==> config.mk <==
export PLATFORM = sky130hd
export DESIGN_NAME = svtr_top
export DESIGN_NICKNAME = d
export VERILOG_FILES = /design/src/rtl/svtr_pkg.sv /design/src/rtl/svtr_mem_if.sv /design/src/rtl/svtr_regfile.sv /design/src/rtl/svtr_top.sv
export VERILOG_INCLUDE_DIRS = /design/src /design/src/rtl
export SDC_FILE = /design/constraint.sdc
export NUM_CORES = 1
export LEC_CHECK = 0
export BUFFER_PORTS_ARGS = -buffer_cell sky130_fd_sc_hd__buf_2
export CAP_MARGIN = 10
export CORE_MARGIN = 2
export CORE_UTILIZATION = 60
export DETAILED_ROUTE_END_ITERATION = 12
export GPL_ROUTABILITY_DRIVEN = 0
export PLACE_DENSITY = 0.84
export SLEW_MARGIN = 0
export SYNTH_ARGS = -nofsm -noshare
export SYNTH_HDL_FRONTEND = slang
export SYNTH_SLANG_ARGS = --single-unit
==> constraint.sdc <==
create_clock -name core_clk_i -period 7 [get_ports core_clk_i]
set_input_delay 0.35 -clock core_clk_i [delete_from_list [all_inputs] [get_ports core_clk_i]]
set_output_delay 0.35 -clock core_clk_i [all_outputs]
set_load 0.02 [all_outputs]
==> src/rtl/svtr_map.svh <==
// constants of the shadow vertical timing bank: indices, masks, resets
// assumes inclusion by bare name from the regfile and top design files
`ifndef SVTR_MAP_SVH
`define SVTR_MAP_SVH

// host i/o port addresses
`define SVTR_IO_INDEX_MONO 16'h03B4
`define SVTR_IO_DATA_MONO 16'h03B5
`define SVTR_IO_INDEX_COLOR 16'h03D4
`define SVTR_IO_DATA_COLOR 16'h03D5
`define SVTR_IO_MISC_OUT 16'h03C2

// dedicated shadow indices
`define SVTR_IDX_VBLANK_START 8'h46
`define SVTR_IDX_VBLANK_END 8'h47
`define SVTR_IDX_VRETRACE_START 8'h48
`define SVTR_IDX_VRETRACE_END 8'h49
`define SVTR_IDX_VOVERFLOW 8'h4A
`define SVTR_IDX_MAX_SCAN 8'h4B
`define SVTR_IDX_HDISP_END 8'h4C
`define SVTR_IDX_VDISP_END 8'h4D

// standard crt indices that feed shadows
`define SVTR_STD_HDISP_END 8'h01
`define SVTR_STD_OVERFLOW 8'h07
`define SVTR_STD_MAX_SCAN 8'h09
`define SVTR_STD_VRETRACE_START 8'h10
`define SVTR_STD_VRETRACE_END 8'h11
`define SVTR_STD_VDISP_END 8'h12
`define SVTR_STD_VBLANK_START 8'h15
`define SVTR_STD_VBLANK_END 8'h16

// writable bit masks (reserved bits clear)
`define SVTR_MASK_FULL 8'hFF
`define SVTR_MASK_VRETRACE_END 8'h0F
`define SVTR_MASK_VOVERFLOW 8'hEF
`define SVTR_MASK_MAX_SCAN 8'hE0
`define SVTR_MASK_SYNC_POL 8'hC0
`define SVTR_MASK_VBLANK_BIT9 8'h20
`define SVTR_MASK_VDE_BITS 8'h42

// field positions
`define SVTR_BIT_MISC_COLOR 0
`define SVTR_BIT_PANEL_LOCK 5

// reset value of every shadow
`define SVTR_RESET_VALUE 8'h00

`endif

==> src/rtl/svtr_pkg.sv <==
// types shared by the shadow vertical timing bank
// assumes svtr_map.svh for numeric constants
package svtr_pkg;

  typedef logic [7:0] svtr_byte_t;
  typedef logic [2:0] svtr_slot_t;

  // source of a shadow update in the current cycle
  typedef enum logic [1:0] {
    SVTR_SRC_NONE,
    SVTR_SRC_DEDICATED,
    SVTR_SRC_STANDARD,
    SVTR_SRC_MISC
  } svtr_src_t;

endpackage

==> src/rtl/svtr_mem_if.sv <==
// carrier between the bank controller and its shadow storage
// assumes a single clock domain on both sides
`timescale 1ns/100ps
interface svtr_mem_if;
  logic wr_en;
  svtr_pkg::svtr_slot_t wr_slot;
  svtr_pkg::svtr_byte_t wr_data;
  svtr_pkg::svtr_byte_t wr_mask;
  logic rd_en;
  svtr_pkg::svtr_slot_t rd_slot;
  svtr_pkg::svtr_byte_t rd_data;
  logic [63:0] contents;

  modport ctl (
    output wr_en, wr_slot, wr_data, wr_mask, rd_en, rd_slot,
    input rd_data, contents
  );
  modport mem (
    input wr_en, wr_slot, wr_data, wr_mask, rd_en, rd_slot,
    output rd_data, contents
  );
endinterface

==> src/rtl/svtr_regfile.sv <==
// eight byte shadow storage with masked write and registered read
// assumes at most one write per cycle from the controller
`timescale 1ns/100ps
`include "svtr_map.svh"
module svtr_regfile (
  // clock and reset
  input wire logic core_clk_i,
  input wire logic reset_n_i,
  // controller side
  svtr_mem_if.mem bus
);

  svtr_pkg::svtr_byte_t store [8];

  // bits outside the mask keep their value, so reserved stay zero
  always_ff @(posedge core_clk_i or negedge reset_n_i) begin
    if (!reset_n_i) begin
      for (int i = 0; i < 8; i++) begin
        store[i] <= `SVTR_RESET_VALUE;
      end
    end else if (bus.wr_en) begin
      store[bus.wr_slot] <= (store[bus.wr_slot] & ~bus.wr_mask) |
                            (bus.wr_data & bus.wr_mask);
    end
  end

  always_ff @(posedge core_clk_i or negedge reset_n_i) begin
    if (!reset_n_i) begin
      bus.rd_data <= `SVTR_RESET_VALUE;
    end else if (bus.rd_en) begin
      bus.rd_data <= store[bus.rd_slot];
    end
  end

  always_comb begin
    for (int i = 0; i < 8; i++) begin
      bus.contents[i*8 +: 8] = store[i];
    end
  end

endmodule

==> src/rtl/svtr_top.sv <==
// shadow vertical timing bank behind the crt controller data port
// assumes one host i/o access per pulse, synchronous to core_clk_i
//
// Contract
// [RULE1] Shadows are 8-bit read/write indices 46h-4Dh at the data port.
// [RULE2] Every shadow register clears to zero at reset.
// [RULE3] Index 46h holds vertical blank start bits 7:0.
// [RULE4] Index 47h holds vertical blank end bits 7:0.
// [RULE5] Index 48h holds vertical retrace start bits 7:0.
// [RULE6] Index 49h keeps retrace end bits 3:0; bits 7:4 reserved.
// [RULE7] Index 4Ah packs overflow bits 7,5,3,2,0; bit 4 reserved.
// [RULE8] Index 4Ah bit 6 mirrors standard index 7 bit 6.
// [RULE9] Index 4Ah bit 1 mirrors standard index 7 bit 1.
// [RULE10] Panel lock set: display-end overflow bits only through 4Ah.
// [RULE11] Index 4Bh: sync polarity copy 7:6, blank start bit 9 at 5.
// [RULE12] Index 4Ch mirrors index 01; panel lock limits writes to 4Ch.
// [RULE13] Index 4Dh mirrors index 12h; panel lock limits writes to 4Dh.
// [RULE14] CRT-only display: standard writes also update the shadow copy.
// [RULE15] Panel or TV selected: standard writes leave shadows untouched.
// [RULE16] Shadow contents are read only at their dedicated indices.
// [RULE17] Reserved shadow bits read zero and ignore writes.
`timescale 1ns/100ps
`include "svtr_map.svh"
module svtr_top (
  // clock and reset
  input wire logic core_clk_i,
  input wire logic reset_n_i,
  // host i/o access
  input wire logic [15:0] host_addr_i,
  input wire logic host_wr_i,
  input wire logic host_rd_i,
  input wire logic [7:0] host_wdata_i,
  output logic [7:0] host_rdata_o,
  output logic host_rdata_valid_o,
  // display selection and lock
  input wire logic crt_only_i,
  input wire logic [7:0] panel_lock_control_i,
  // shadow contents for the panel and tv timing
  output logic [63:0] shadow_regs_o
);

  svtr_mem_if mem_bus ();

  svtr_pkg::svtr_byte_t crtc_index;
  logic color_io;
  logic [15:0] index_port;
  logic [15:0] data_port;
  logic panel_lock;
  logic data_wr;
  logic data_rd;
  logic misc_wr;
  logic rd_pending;

  svtr_pkg::svtr_src_t next_src;
  logic next_wr_en;
  svtr_pkg::svtr_slot_t next_wr_slot;
  svtr_pkg::svtr_byte_t next_wr_mask;
  logic next_rd_en;
  svtr_pkg::svtr_slot_t next_rd_slot;

  // true for the eight dedicated indices
  function automatic logic is_shadow_index(input svtr_pkg::svtr_byte_t idx);
    return (idx >= `SVTR_IDX_VBLANK_START) && (idx <= `SVTR_IDX_VDISP_END);
  endfunction

  // slot number of a dedicated index
  function automatic svtr_pkg::svtr_slot_t slot_of(
    input svtr_pkg::svtr_byte_t idx
  );
    svtr_pkg::svtr_byte_t diff;
    diff = idx - `SVTR_IDX_VBLANK_START;
    return diff[2:0];
  endfunction

  // writable bits at a dedicated index
  function automatic svtr_pkg::svtr_byte_t own_mask(
    input svtr_pkg::svtr_byte_t idx
  );
    svtr_pkg::svtr_byte_t m;
    m = `SVTR_MASK_FULL;
    if (idx == `SVTR_IDX_VRETRACE_END) begin
      m = `SVTR_MASK_VRETRACE_END;
    end else if (idx == `SVTR_IDX_VOVERFLOW) begin
      m = `SVTR_MASK_VOVERFLOW;
    end else if (idx == `SVTR_IDX_MAX_SCAN) begin
      m = `SVTR_MASK_MAX_SCAN;
    end
    return m;
  endfunction

  // i/o base follows the colour select bit of the misc output write
  always_ff @(posedge core_clk_i or negedge reset_n_i) begin
    if (!reset_n_i) begin
      color_io <= 1'b0;
    end else if (misc_wr) begin
      color_io <= host_wdata_i[`SVTR_BIT_MISC_COLOR];
    end
  end

  always_comb begin
    index_port = color_io ? `SVTR_IO_INDEX_COLOR : `SVTR_IO_INDEX_MONO;
    data_port = color_io ? `SVTR_IO_DATA_COLOR : `SVTR_IO_DATA_MONO;
    panel_lock = panel_lock_control_i[`SVTR_BIT_PANEL_LOCK];
    data_wr = host_wr_i && (host_addr_i == data_port);
    data_rd = host_rd_i && (host_addr_i == data_port);
    misc_wr = host_wr_i && (host_addr_i == `SVTR_IO_MISC_OUT);
  end

  always_ff @(posedge core_clk_i or negedge reset_n_i) begin
    if (!reset_n_i) begin
      crtc_index <= 8'h00;
    end else if (host_wr_i && (host_addr_i == index_port)) begin
      crtc_index <= host_wdata_i;
    end
  end

  // write routing: dedicated index, mirrored standard index, misc output
  always_comb begin
    next_src = svtr_pkg::SVTR_SRC_NONE;
    next_wr_slot = 3'h0;
    next_wr_mask = 8'h00;
    if (data_wr && is_shadow_index(crtc_index)) begin
      // [RULE1] dedicated index write
      next_src = svtr_pkg::SVTR_SRC_DEDICATED;
      next_wr_slot = slot_of(crtc_index);
      // [RULE17] reserved bits masked
      next_wr_mask = own_mask(crtc_index);
    end else if (data_wr && crt_only_i) begin
      // [RULE14] standard write mirrored
      next_src = svtr_pkg::SVTR_SRC_STANDARD;
      if (crtc_index == `SVTR_STD_VBLANK_START) begin
        // [RULE3] blank start low byte
        next_wr_slot = slot_of(`SVTR_IDX_VBLANK_START);
        next_wr_mask = `SVTR_MASK_FULL;
      end else if (crtc_index == `SVTR_STD_VBLANK_END) begin
        // [RULE4] blank end low byte
        next_wr_slot = slot_of(`SVTR_IDX_VBLANK_END);
        next_wr_mask = `SVTR_MASK_FULL;
      end else if (crtc_index == `SVTR_STD_VRETRACE_START) begin
        // [RULE5] retrace start low byte
        next_wr_slot = slot_of(`SVTR_IDX_VRETRACE_START);
        next_wr_mask = `SVTR_MASK_FULL;
      end else if (crtc_index == `SVTR_STD_VRETRACE_END) begin
        // [RULE6] retrace end nibble only
        next_wr_slot = slot_of(`SVTR_IDX_VRETRACE_END);
        next_wr_mask = `SVTR_MASK_VRETRACE_END;
      end else if (crtc_index == `SVTR_STD_OVERFLOW) begin
        // [RULE7] overflow bits same positions
        next_wr_slot = slot_of(`SVTR_IDX_VOVERFLOW);
        // [RULE8] [RULE9] display end bits follow
        // [RULE10] held off while panel locked
        next_wr_mask = panel_lock ?
          (`SVTR_MASK_VOVERFLOW & ~`SVTR_MASK_VDE_BITS) :
          `SVTR_MASK_VOVERFLOW;
      end else if (crtc_index == `SVTR_STD_MAX_SCAN) begin
        // [RULE11] blank start bit 9
        next_wr_slot = slot_of(`SVTR_IDX_MAX_SCAN);
        next_wr_mask = `SVTR_MASK_VBLANK_BIT9;
      end else if (crtc_index == `SVTR_STD_HDISP_END) begin
        // [RULE12] horizontal display end
        next_wr_slot = slot_of(`SVTR_IDX_HDISP_END);
        next_wr_mask = panel_lock ? 8'h00 : `SVTR_MASK_FULL;
      end else if (crtc_index == `SVTR_STD_VDISP_END) begin
        // [RULE13] vertical display end
        next_wr_slot = slot_of(`SVTR_IDX_VDISP_END);
        next_wr_mask = panel_lock ? 8'h00 : `SVTR_MASK_FULL;
      end else begin
        next_src = svtr_pkg::SVTR_SRC_NONE;
      end
    end else if (misc_wr && crt_only_i) begin
      // [RULE11] sync polarity copy
      next_src = svtr_pkg::SVTR_SRC_MISC;
      next_wr_slot = slot_of(`SVTR_IDX_MAX_SCAN);
      next_wr_mask = `SVTR_MASK_SYNC_POL;
    end
    // [RULE15] no crt-only means no mirroring
    next_wr_en = (next_src != svtr_pkg::SVTR_SRC_NONE) &&
                 (next_wr_mask != 8'h00);
  end

  always_comb begin
    mem_bus.wr_en = next_wr_en;
    mem_bus.wr_slot = next_wr_slot;
    mem_bus.wr_data = host_wdata_i;
    mem_bus.wr_mask = next_wr_mask;
    mem_bus.rd_en = next_rd_en;
    mem_bus.rd_slot = next_rd_slot;
  end

  // [RULE16] reads answered only at dedicated indices
  always_comb begin
    next_rd_en = data_rd && is_shadow_index(crtc_index);
    next_rd_slot = slot_of(crtc_index);
  end

  // two-stage read: storage register, then output register
  always_ff @(posedge core_clk_i or negedge reset_n_i) begin
    if (!reset_n_i) begin
      rd_pending <= 1'b0;
      host_rdata_valid_o <= 1'b0;
    end else begin
      rd_pending <= next_rd_en;
      host_rdata_valid_o <= rd_pending;
    end
  end

  always_ff @(posedge core_clk_i or negedge reset_n_i) begin
    if (!reset_n_i) begin
      host_rdata_o <= 8'h00;
    end else if (rd_pending) begin
      host_rdata_o <= mem_bus.rd_data;
    end
  end

  // shadow copy for timing, one cycle behind storage is acceptable
  always_ff @(posedge core_clk_i or negedge reset_n_i) begin
    if (!reset_n_i) begin
      // [RULE2] zero after reset
      shadow_regs_o <= 64'h0000_0000_0000_0000;
    end else begin
      shadow_regs_o <= mem_bus.contents;
    end
  end

  svtr_regfile u_regfile (
    .core_clk_i (core_clk_i),
    .reset_n_i (reset_n_i),
    .bus (mem_bus.mem)
  );

endmodule

Word-level counts from Yosys, hierarchy flattened --
Cells that the tools add are included.
Storage, ports and cells: register bits after elaboration 155, input bits 37, logic and storage cells 103, output and inout port bits 73
Cells by class: equality and inequality tests 14, $add $sub $neg 1, bitwise gates (word level) 6, mux-type cells 49, $lt $le $gt $ge 5, reductions and logical operators 13
Operator list (count):
- $mux W8 | 18
- $bwmux W64 | 1
- $bmux W8 S3 | 2
- $eq A8 B5 Y1 const B | 5
- $mux W3 | 11
- $eq A16 B10 Y1 | 2
- $demux W8 S3 | 1
- $eq A8 B7 Y1 const B | 3
- $mux W2 | 11
- $mux W7 | 3
- $and A8 B8 Y8 | 2
- $eq A16 B10 Y1 const B | 1
- $logic_and A1 B1 Y1 | 11
- $mux W5 | 2
- $eq A8 B1 Y1 const B | 1
- $eq A8 B3 Y1 const B | 1
- $eq A8 B4 Y1 const B | 1
- $ge A4 B4 Y1 const B | 2
- $ge A8 B7 Y1 const B | 1
- $le A8 B7 Y1 const B | 1
- $not A3 Y4 | 2
- $not A8 Y8 | 1
- $or A8 B8 Y8 | 1
- $reduce_bool A8 Y1 | 1
- 3 further kinds | 3

Longest topological paths before layout --
word-level depth 18, gate-level depth with buffers 10, depth with buffers taken out 8

Modules after synthesis --
From an unflattened synthesis, not the netlist that was laid out.
Unflattened totals: cell total of the unflattened synthesis 563, area, all modules 7604.8 µm²
Modules (own cells, without submodules):
- svtr_regfile | cells an instance 344, area an instance 4475.5 µm², times used 1, seq. area each 1801.7 µm²
- svtr_top | cells an instance 219, area an instance 3129.3 µm², times used 1, seq. area each 2077.0 µm²

Worst setup path before layout --
Ideal clock, no wire load.
kind reg-to-reg, from reg color_io, to reg u_regfile.store, in the netlist u_regfile.bus.contents[33], data required time 6.872 ns, period minus slack after synthesis 2.686 ns, library setup time 0.128 ns, slack 4.314 ns, data arrival time 2.558 ns, path buffers 2, stages on the path, launching flop included 11, path through dfrtp_1 > or3b_4 > and2_4 > buf_6 > a2111oi_4 > a221o_1 > buf_4 > mux2_1 > a2bb2oi_1 > nor4b_1 > nor2_1
On the way: longest elaborated chain between the ends 13, elaborated cells on any way between the ends 28, those cells by class order compare: 2; eq/ne: 1; mux: 13; bitwise: 5; reduce/logical: 7
Ends and longest elaborated chain:
- start: declaration | RTL line svtr_top.sv:45 | logic color_io;
- start signal: assignment | RTL line svtr_top.sv:96 | color_io <= host_wdata_i[`SVTR_BIT_MISC_COLOR];
- $mux W7 (no line) *
- $eq A16 B10 Y1 * | RTL line svtr_top.sv:104 | data_wr = host_wr_i && (host_addr_i == data_port);
- $logic_and A1 B1 Y1 * | RTL line svtr_top.sv:104
- $logic_and A1 B1 Y1 | RTL line svtr_top.sv:128 | end else if (data_wr && crt_only_i) begin
- $mux W3 | RTL line svtr_top.sv:128
- $mux W3 | RTL line svtr_top.sv:122 | if (data_wr && is_shadow_index(crtc_index)) begin
- $not A3 Y4 | RTL line svtr_regfile.sv:22 | store[bus.wr_slot] <= (store[bus.wr_slot] & ~bus.wr_mask) |
- $bmux W8 S3 | RTL line svtr_regfile.sv:22
- $mux W8 (implied by the code) (2 in a row) | RTL line svtr_regfile.sv:22
- $and A8 B8 Y8 | RTL line svtr_regfile.sv:22
- $or A8 B8 Y8 | RTL line svtr_regfile.sv:22
- $bwmux W64 | RTL line svtr_regfile.sv:22
- end signal: indexed assignment | RTL line svtr_regfile.sv:19 | store[i] <= `SVTR_RESET_VALUE;
- end signal: indexed assignment | RTL line svtr_regfile.sv:22
- end: declaration | RTL line svtr_regfile.sv:13 | svtr_pkg::svtr_byte_t store [8];
Mark *: on every way between the ends. The rest lies on a longest branch, timed or not. The select of a mux whose other input is x is not followed. A chain may end at the register's enable or synchronous reset.

Worst setup path in the final report --
from reg crtc_index[1], to reg u_regfile.store, in the netlist u_regfile.bus.contents[6]
On the way: longest elaborated chain between the ends 18, elaborated cells on any way between the ends 66, those cells by class add/sub: 1; order compare: 4; eq/ne: 11; mux: 39; bitwise: 5; reduce/logical: 6
Ends and longest elaborated chain:
- start: declaration | RTL line svtr_top.sv:44 | svtr_pkg::svtr_byte_t crtc_index;
- start signal: assignment | RTL line svtr_top.sv:113 | crtc_index <= host_wdata_i;
- $eq A8 B5 Y1 (no line)
- $mux W3 | RTL line svtr_top.sv:163 | end else if (crtc_index == `SVTR_STD_VDISP_END) begin
- $mux W3 | RTL line svtr_top.sv:159 | end else if (crtc_index == `SVTR_STD_HDISP_END) begin
- $mux W3 | RTL line svtr_top.sv:155 | end else if (crtc_index == `SVTR_STD_MAX_SCAN) begin
- $mux W3 | RTL line svtr_top.sv:147 | end else if (crtc_index == `SVTR_STD_OVERFLOW) begin
- $mux W3 | RTL line svtr_top.sv:143 | end else if (crtc_index == `SVTR_STD_VRETRACE_END) begin
- $mux W3 | RTL line svtr_top.sv:139 | end else if (crtc_index == `SVTR_STD_VRETRACE_START) begin
- $mux W3 | RTL line svtr_top.sv:135 | end else if (crtc_index == `SVTR_STD_VBLANK_END) begin
- $mux W3 | RTL line svtr_top.sv:131 | if (crtc_index == `SVTR_STD_VBLANK_START) begin
- $mux W3 | RTL line svtr_top.sv:128
- $mux W3 | RTL line svtr_top.sv:122
- $not A3 Y4 | RTL line svtr_regfile.sv:22
- $bmux W8 S3 | RTL line svtr_regfile.sv:22
- $mux W8 (implied by the code) (2 in a row) | RTL line svtr_regfile.sv:22
- $and A8 B8 Y8 | RTL line svtr_regfile.sv:22
- $or A8 B8 Y8 | RTL line svtr_regfile.sv:22
- $bwmux W64 | RTL line svtr_regfile.sv:22
Several ways; a longest one is shown, not always the timed one. The select of a mux whose other input is x is not followed.

==> key figures <==
Critical path
  • Worst path buffer plus inverter count: 1
  • Reg2Reg Depth: 9
  • Kind of critical path: reg2reg
  • Worst Path Required: 7410 ps
  • Crit-path cells: buf_4, nand2_1, or3b_1, a2111oi_4, nor2_1, a21boi_1, o221ai_2, and3_1, mux2_1
  • Reg-to-reg setup timing slack: between 3000 and 4000 ps
  • Critical path depth in cells: 9
  • CP Launch Type: flip-flop
  • FF-to-FF End: u_regfile.bus.contents[6]$_DFFE_PN0P_
  • CP Data Arrival Time: 4290 ps
  • Slowest CP cell: a2111oi_4
  • CP max stage delay: 530 ps
  • Cell family with the largest share of critical-path delay: simple AND/OR/NAND/NOR gates
  • Crit-path max FO: 30
  • CP Capture Type: flip-flop
  • Worst r2r src: crtc_index[1]$_DFFE_PN0P_

STA
  • Fmax: 0.258 GHz
  • Fin. max-slew vios: 0
  • RSZ-0062 raised after global routing: false
  • Worst slew pin tran: 962 ps
  • Clock period minus worst slack: ~3900 ps
  • Clk_skew: 8.58 ps
  • Final setup viols: 0
  • Period utilization: 0.555
  • Hold Vio Cnt, Final: 0
  • Final setup TNS: 0 ps
  • Relative slew slack: 0.358

GRT
  • First-pass GRT wire length: about 25 mm
  • Largest net degree at the start of global routing: 80
  • GR Overflow Total: 0
  • Vias in the first global route: between 4,000 and 5,000
  • Antenna violations before repair: 0
  • GRT Total Usage: 0.289

Routing
  • Drt pass-1 iters: 5
  • DRC violations left: 0
  • Vias: ~4,800
  • Detailed Route WL: 15.8 mm
  • Wirelength per Cell: 20.5 µm
  • Vias/cell: roughly 6.2
  • DRT antenna net count: 0
  • Drt first-iter violations: 473

Worst hold path
  • Hold Path Class: in2reg
  • Hold wc startpoint: host_wdata_i[1]
  • Worst Hold Depth: 2
  • Worst Hold Path EP: crtc_index[1]$_DFFE_PN0P_

Die
  • Core area: 10,400 µm²
  • Starting Density: 0.621
  • Chip width: 108 µm
  • Number of rows in the core area: 37
  • Die ar.: 11,600 µm²
  • # IOs: 110
  • Die height: 108 µm

Pwr
  • Net Sw Frac: 0.226
  • VDD IR-drop max: 0.193 mV
  • NetSw: 405 µW
  • Logic pwr share: 0.021
  • Total chip power: 1.79 mW
  • PD cells: 235 nW/µm²
  • LEAKAGE: about 3.7 nW
  • Int Power: 1.38 mW
  • Clock power frac: 0.478
  • Flop pwr share: 0.501

Placement
  • Placed cell count: 736
  • Port Buffers: ~100
  • HPWL after DPL: about 10 mm
  • Post-DP Area: just over 7000 µm²

Layout
  • Cell Count, Final, Fillers Out: about 770
  • Storage cell area: just under 4000 µm²
  • Commonest non-fill, non-tap cells in the layout: dfrtp_1 (155), buf_2 (101), nand2_1 (46), nor2_1 (40), a21oi_1 (39)
  • Final instance area: between 7000 and 8000 µm²
  • # diodes: 0
  • Multi-input logic area: 2460 µm²
  • Area delta synth->final: 17.8%
  • Most common cell after layout, fill and taps aside: dfrtp_1
  • Layout cells sized above 1: 0.319
  • Nets: 657
  • Fillers: 653

Yosys
  • Syn Inst Count: 522
  • Number of flops mapped to enable cells by yosys: 0
  • Number of synthesized register bits: 155
  • Yosys synthesis warning count: 0
  • Top cells by area, synth: dfrtp_1 (60%), mux2_2 (5.6%), mux4_2 (5.6%)
  • Synth Cell Area: 6460 µm²
  • Library cells used by synthesis: 60
  • Post-synthesis sequential area ratio: 0.600
  • Synthesized area per cell: 12.4 µm²
  • Syn Nets: around 560
  • Asr flop ratio synth: 1.00
  • Primary FF master, synth: dfrtp_1
  • Area leader, netlist: dfrtp_1
  • Share of the synthesized area in the top cell type: 0.600

CTS
  • CTS tree: yes
  • Hold Buf Count CTS: 1
  • Sinks on Clock Net: ~160
  • Clk buf depth: 2
  • Clk slew on worst S/H paths: 60 ps
  • Root buf cell: clkbuf_8
  • Post-CTS Resized: 0
  • Post-CTS Setup Bufs: 0
  • H-tree levels: 4
  • CTS Buf Count: 17
  • Clk Latency, worst-skew pair: 530 ps

Outcome
  • Outcome: finished clean

Flow run
  • MaxCap Viol Count: 0
[cell families after synthesis]
logic type             synth area share
buffers and inverters            0.0199
and+or+nand+nor                   0.127
AOI/OAI and AO/OA                 0.110
muxes                             0.143
DFF                               0.600
[stage by stage]
stage	hold slack, ps	util	setup slack, ps
after floorplan	54.4	-	4310
after global placement	381	0.677	3380
after detailed placement	383	0.677	3320
after CTS	62.3	0.731	3280
after global routing	66.6	0.731	3010
final	70.4	0.731	3120
[registers in the layout (all words and copies together), names as in the netlist]
| signal | flops |
|---|---|
| host_rdata_valid_o | 1 |
| u_regfile.bus.contents | 64 |
| color_io | 1 |
| u_regfile.bus.rd_data | 8 |
| host_rdata_o | 8 |
| rd_pending | 1 |
| crtc_index | 8 |
| shadow_regs_o | 64 |
[synth_stat cells (all sizes together) (2+ instances only)]
library cell  instances
or4                   2
nor2                 42
and2                  2
a31o                  2
o22ai                 3
nor3                 18
clkbuf               18
nor4                  5
mux2i                17
nor4b                 3
a2bb2oi               3
nand2b               10
a22oi                 2
and4b                 2
a32o                  2
mux4                 16
nand2                46
dfrtp               155
o21ai                29
a211oi                5
or3b                  2
buf                   9
a221oi                2
a21oi                39
nor3b                 2
o21a                  6
mux2                 35
nand3b                3
and4                  2
nor2b                 3
or2                   2
nand3                 7
nand4                 6
a21o                  5
a31oi                 3
inv                   2
and3                  2
a221o                 2
[worst max path at each step]
stage	start	to	slack (ps)
floorplan	color_io$_DFFE_PN0P_	u_regfile.bus.contents[33]$_DFFE_PN0P_	4310
global placement	crtc_index[1]$_DFFE_PN0P_	u_regfile.bus.contents[6]$_DFFE_PN0P_	3380
detailed placement	crtc_index[1]$_DFFE_PN0P_	u_regfile.bus.contents[1]$_DFFE_PN0P_	3320
CTS	crtc_index[1]$_DFFE_PN0P_	u_regfile.bus.contents[1]$_DFFE_PN0P_	3280
global route	crtc_index[1]$_DFFE_PN0P_	u_regfile.bus.contents[1]$_DFFE_PN0P_	3010
finish	crtc_index[1]$_DFFE_PN0P_	u_regfile.bus.contents[6]$_DFFE_PN0P_	3120
[routing by layer]
metal  part of all wire  up-vias  GRT usage  wire [µm]
met5                  0        -          0          0
met4              0.032        0      0.126        498
met3              0.081       50     0.0720       1280
met2               0.49      275      0.467       7730
met1               0.40     2363      0.373       6270
li1                   -     2102          -          -
[area by class of cell]
cell class,instances,share of cell area
Tap cell,136,0.0223
Sequential cell,155,0.509
Clock buffer,17,0.0544
Timing Repair Buffer,106,0.0721
Inverter,2,0.000985
Clock inverter,15,0.0186
Multi-Input combinational cell,338,0.323
[power by group through the flow]
stage,Clock (mW),Combinational (mW),Sequential [mW]
after CTS,0.861,0.0386,0.896
after floorplan,0,0.00739,0.913
final,0.854,0.0380,0.896
after global routing,0.902,0.0433,0.895
after global placement,0,0.0366,0.913
after detailed placement,0,0.0380,0.913
Power figures use the tool's default switching activity.
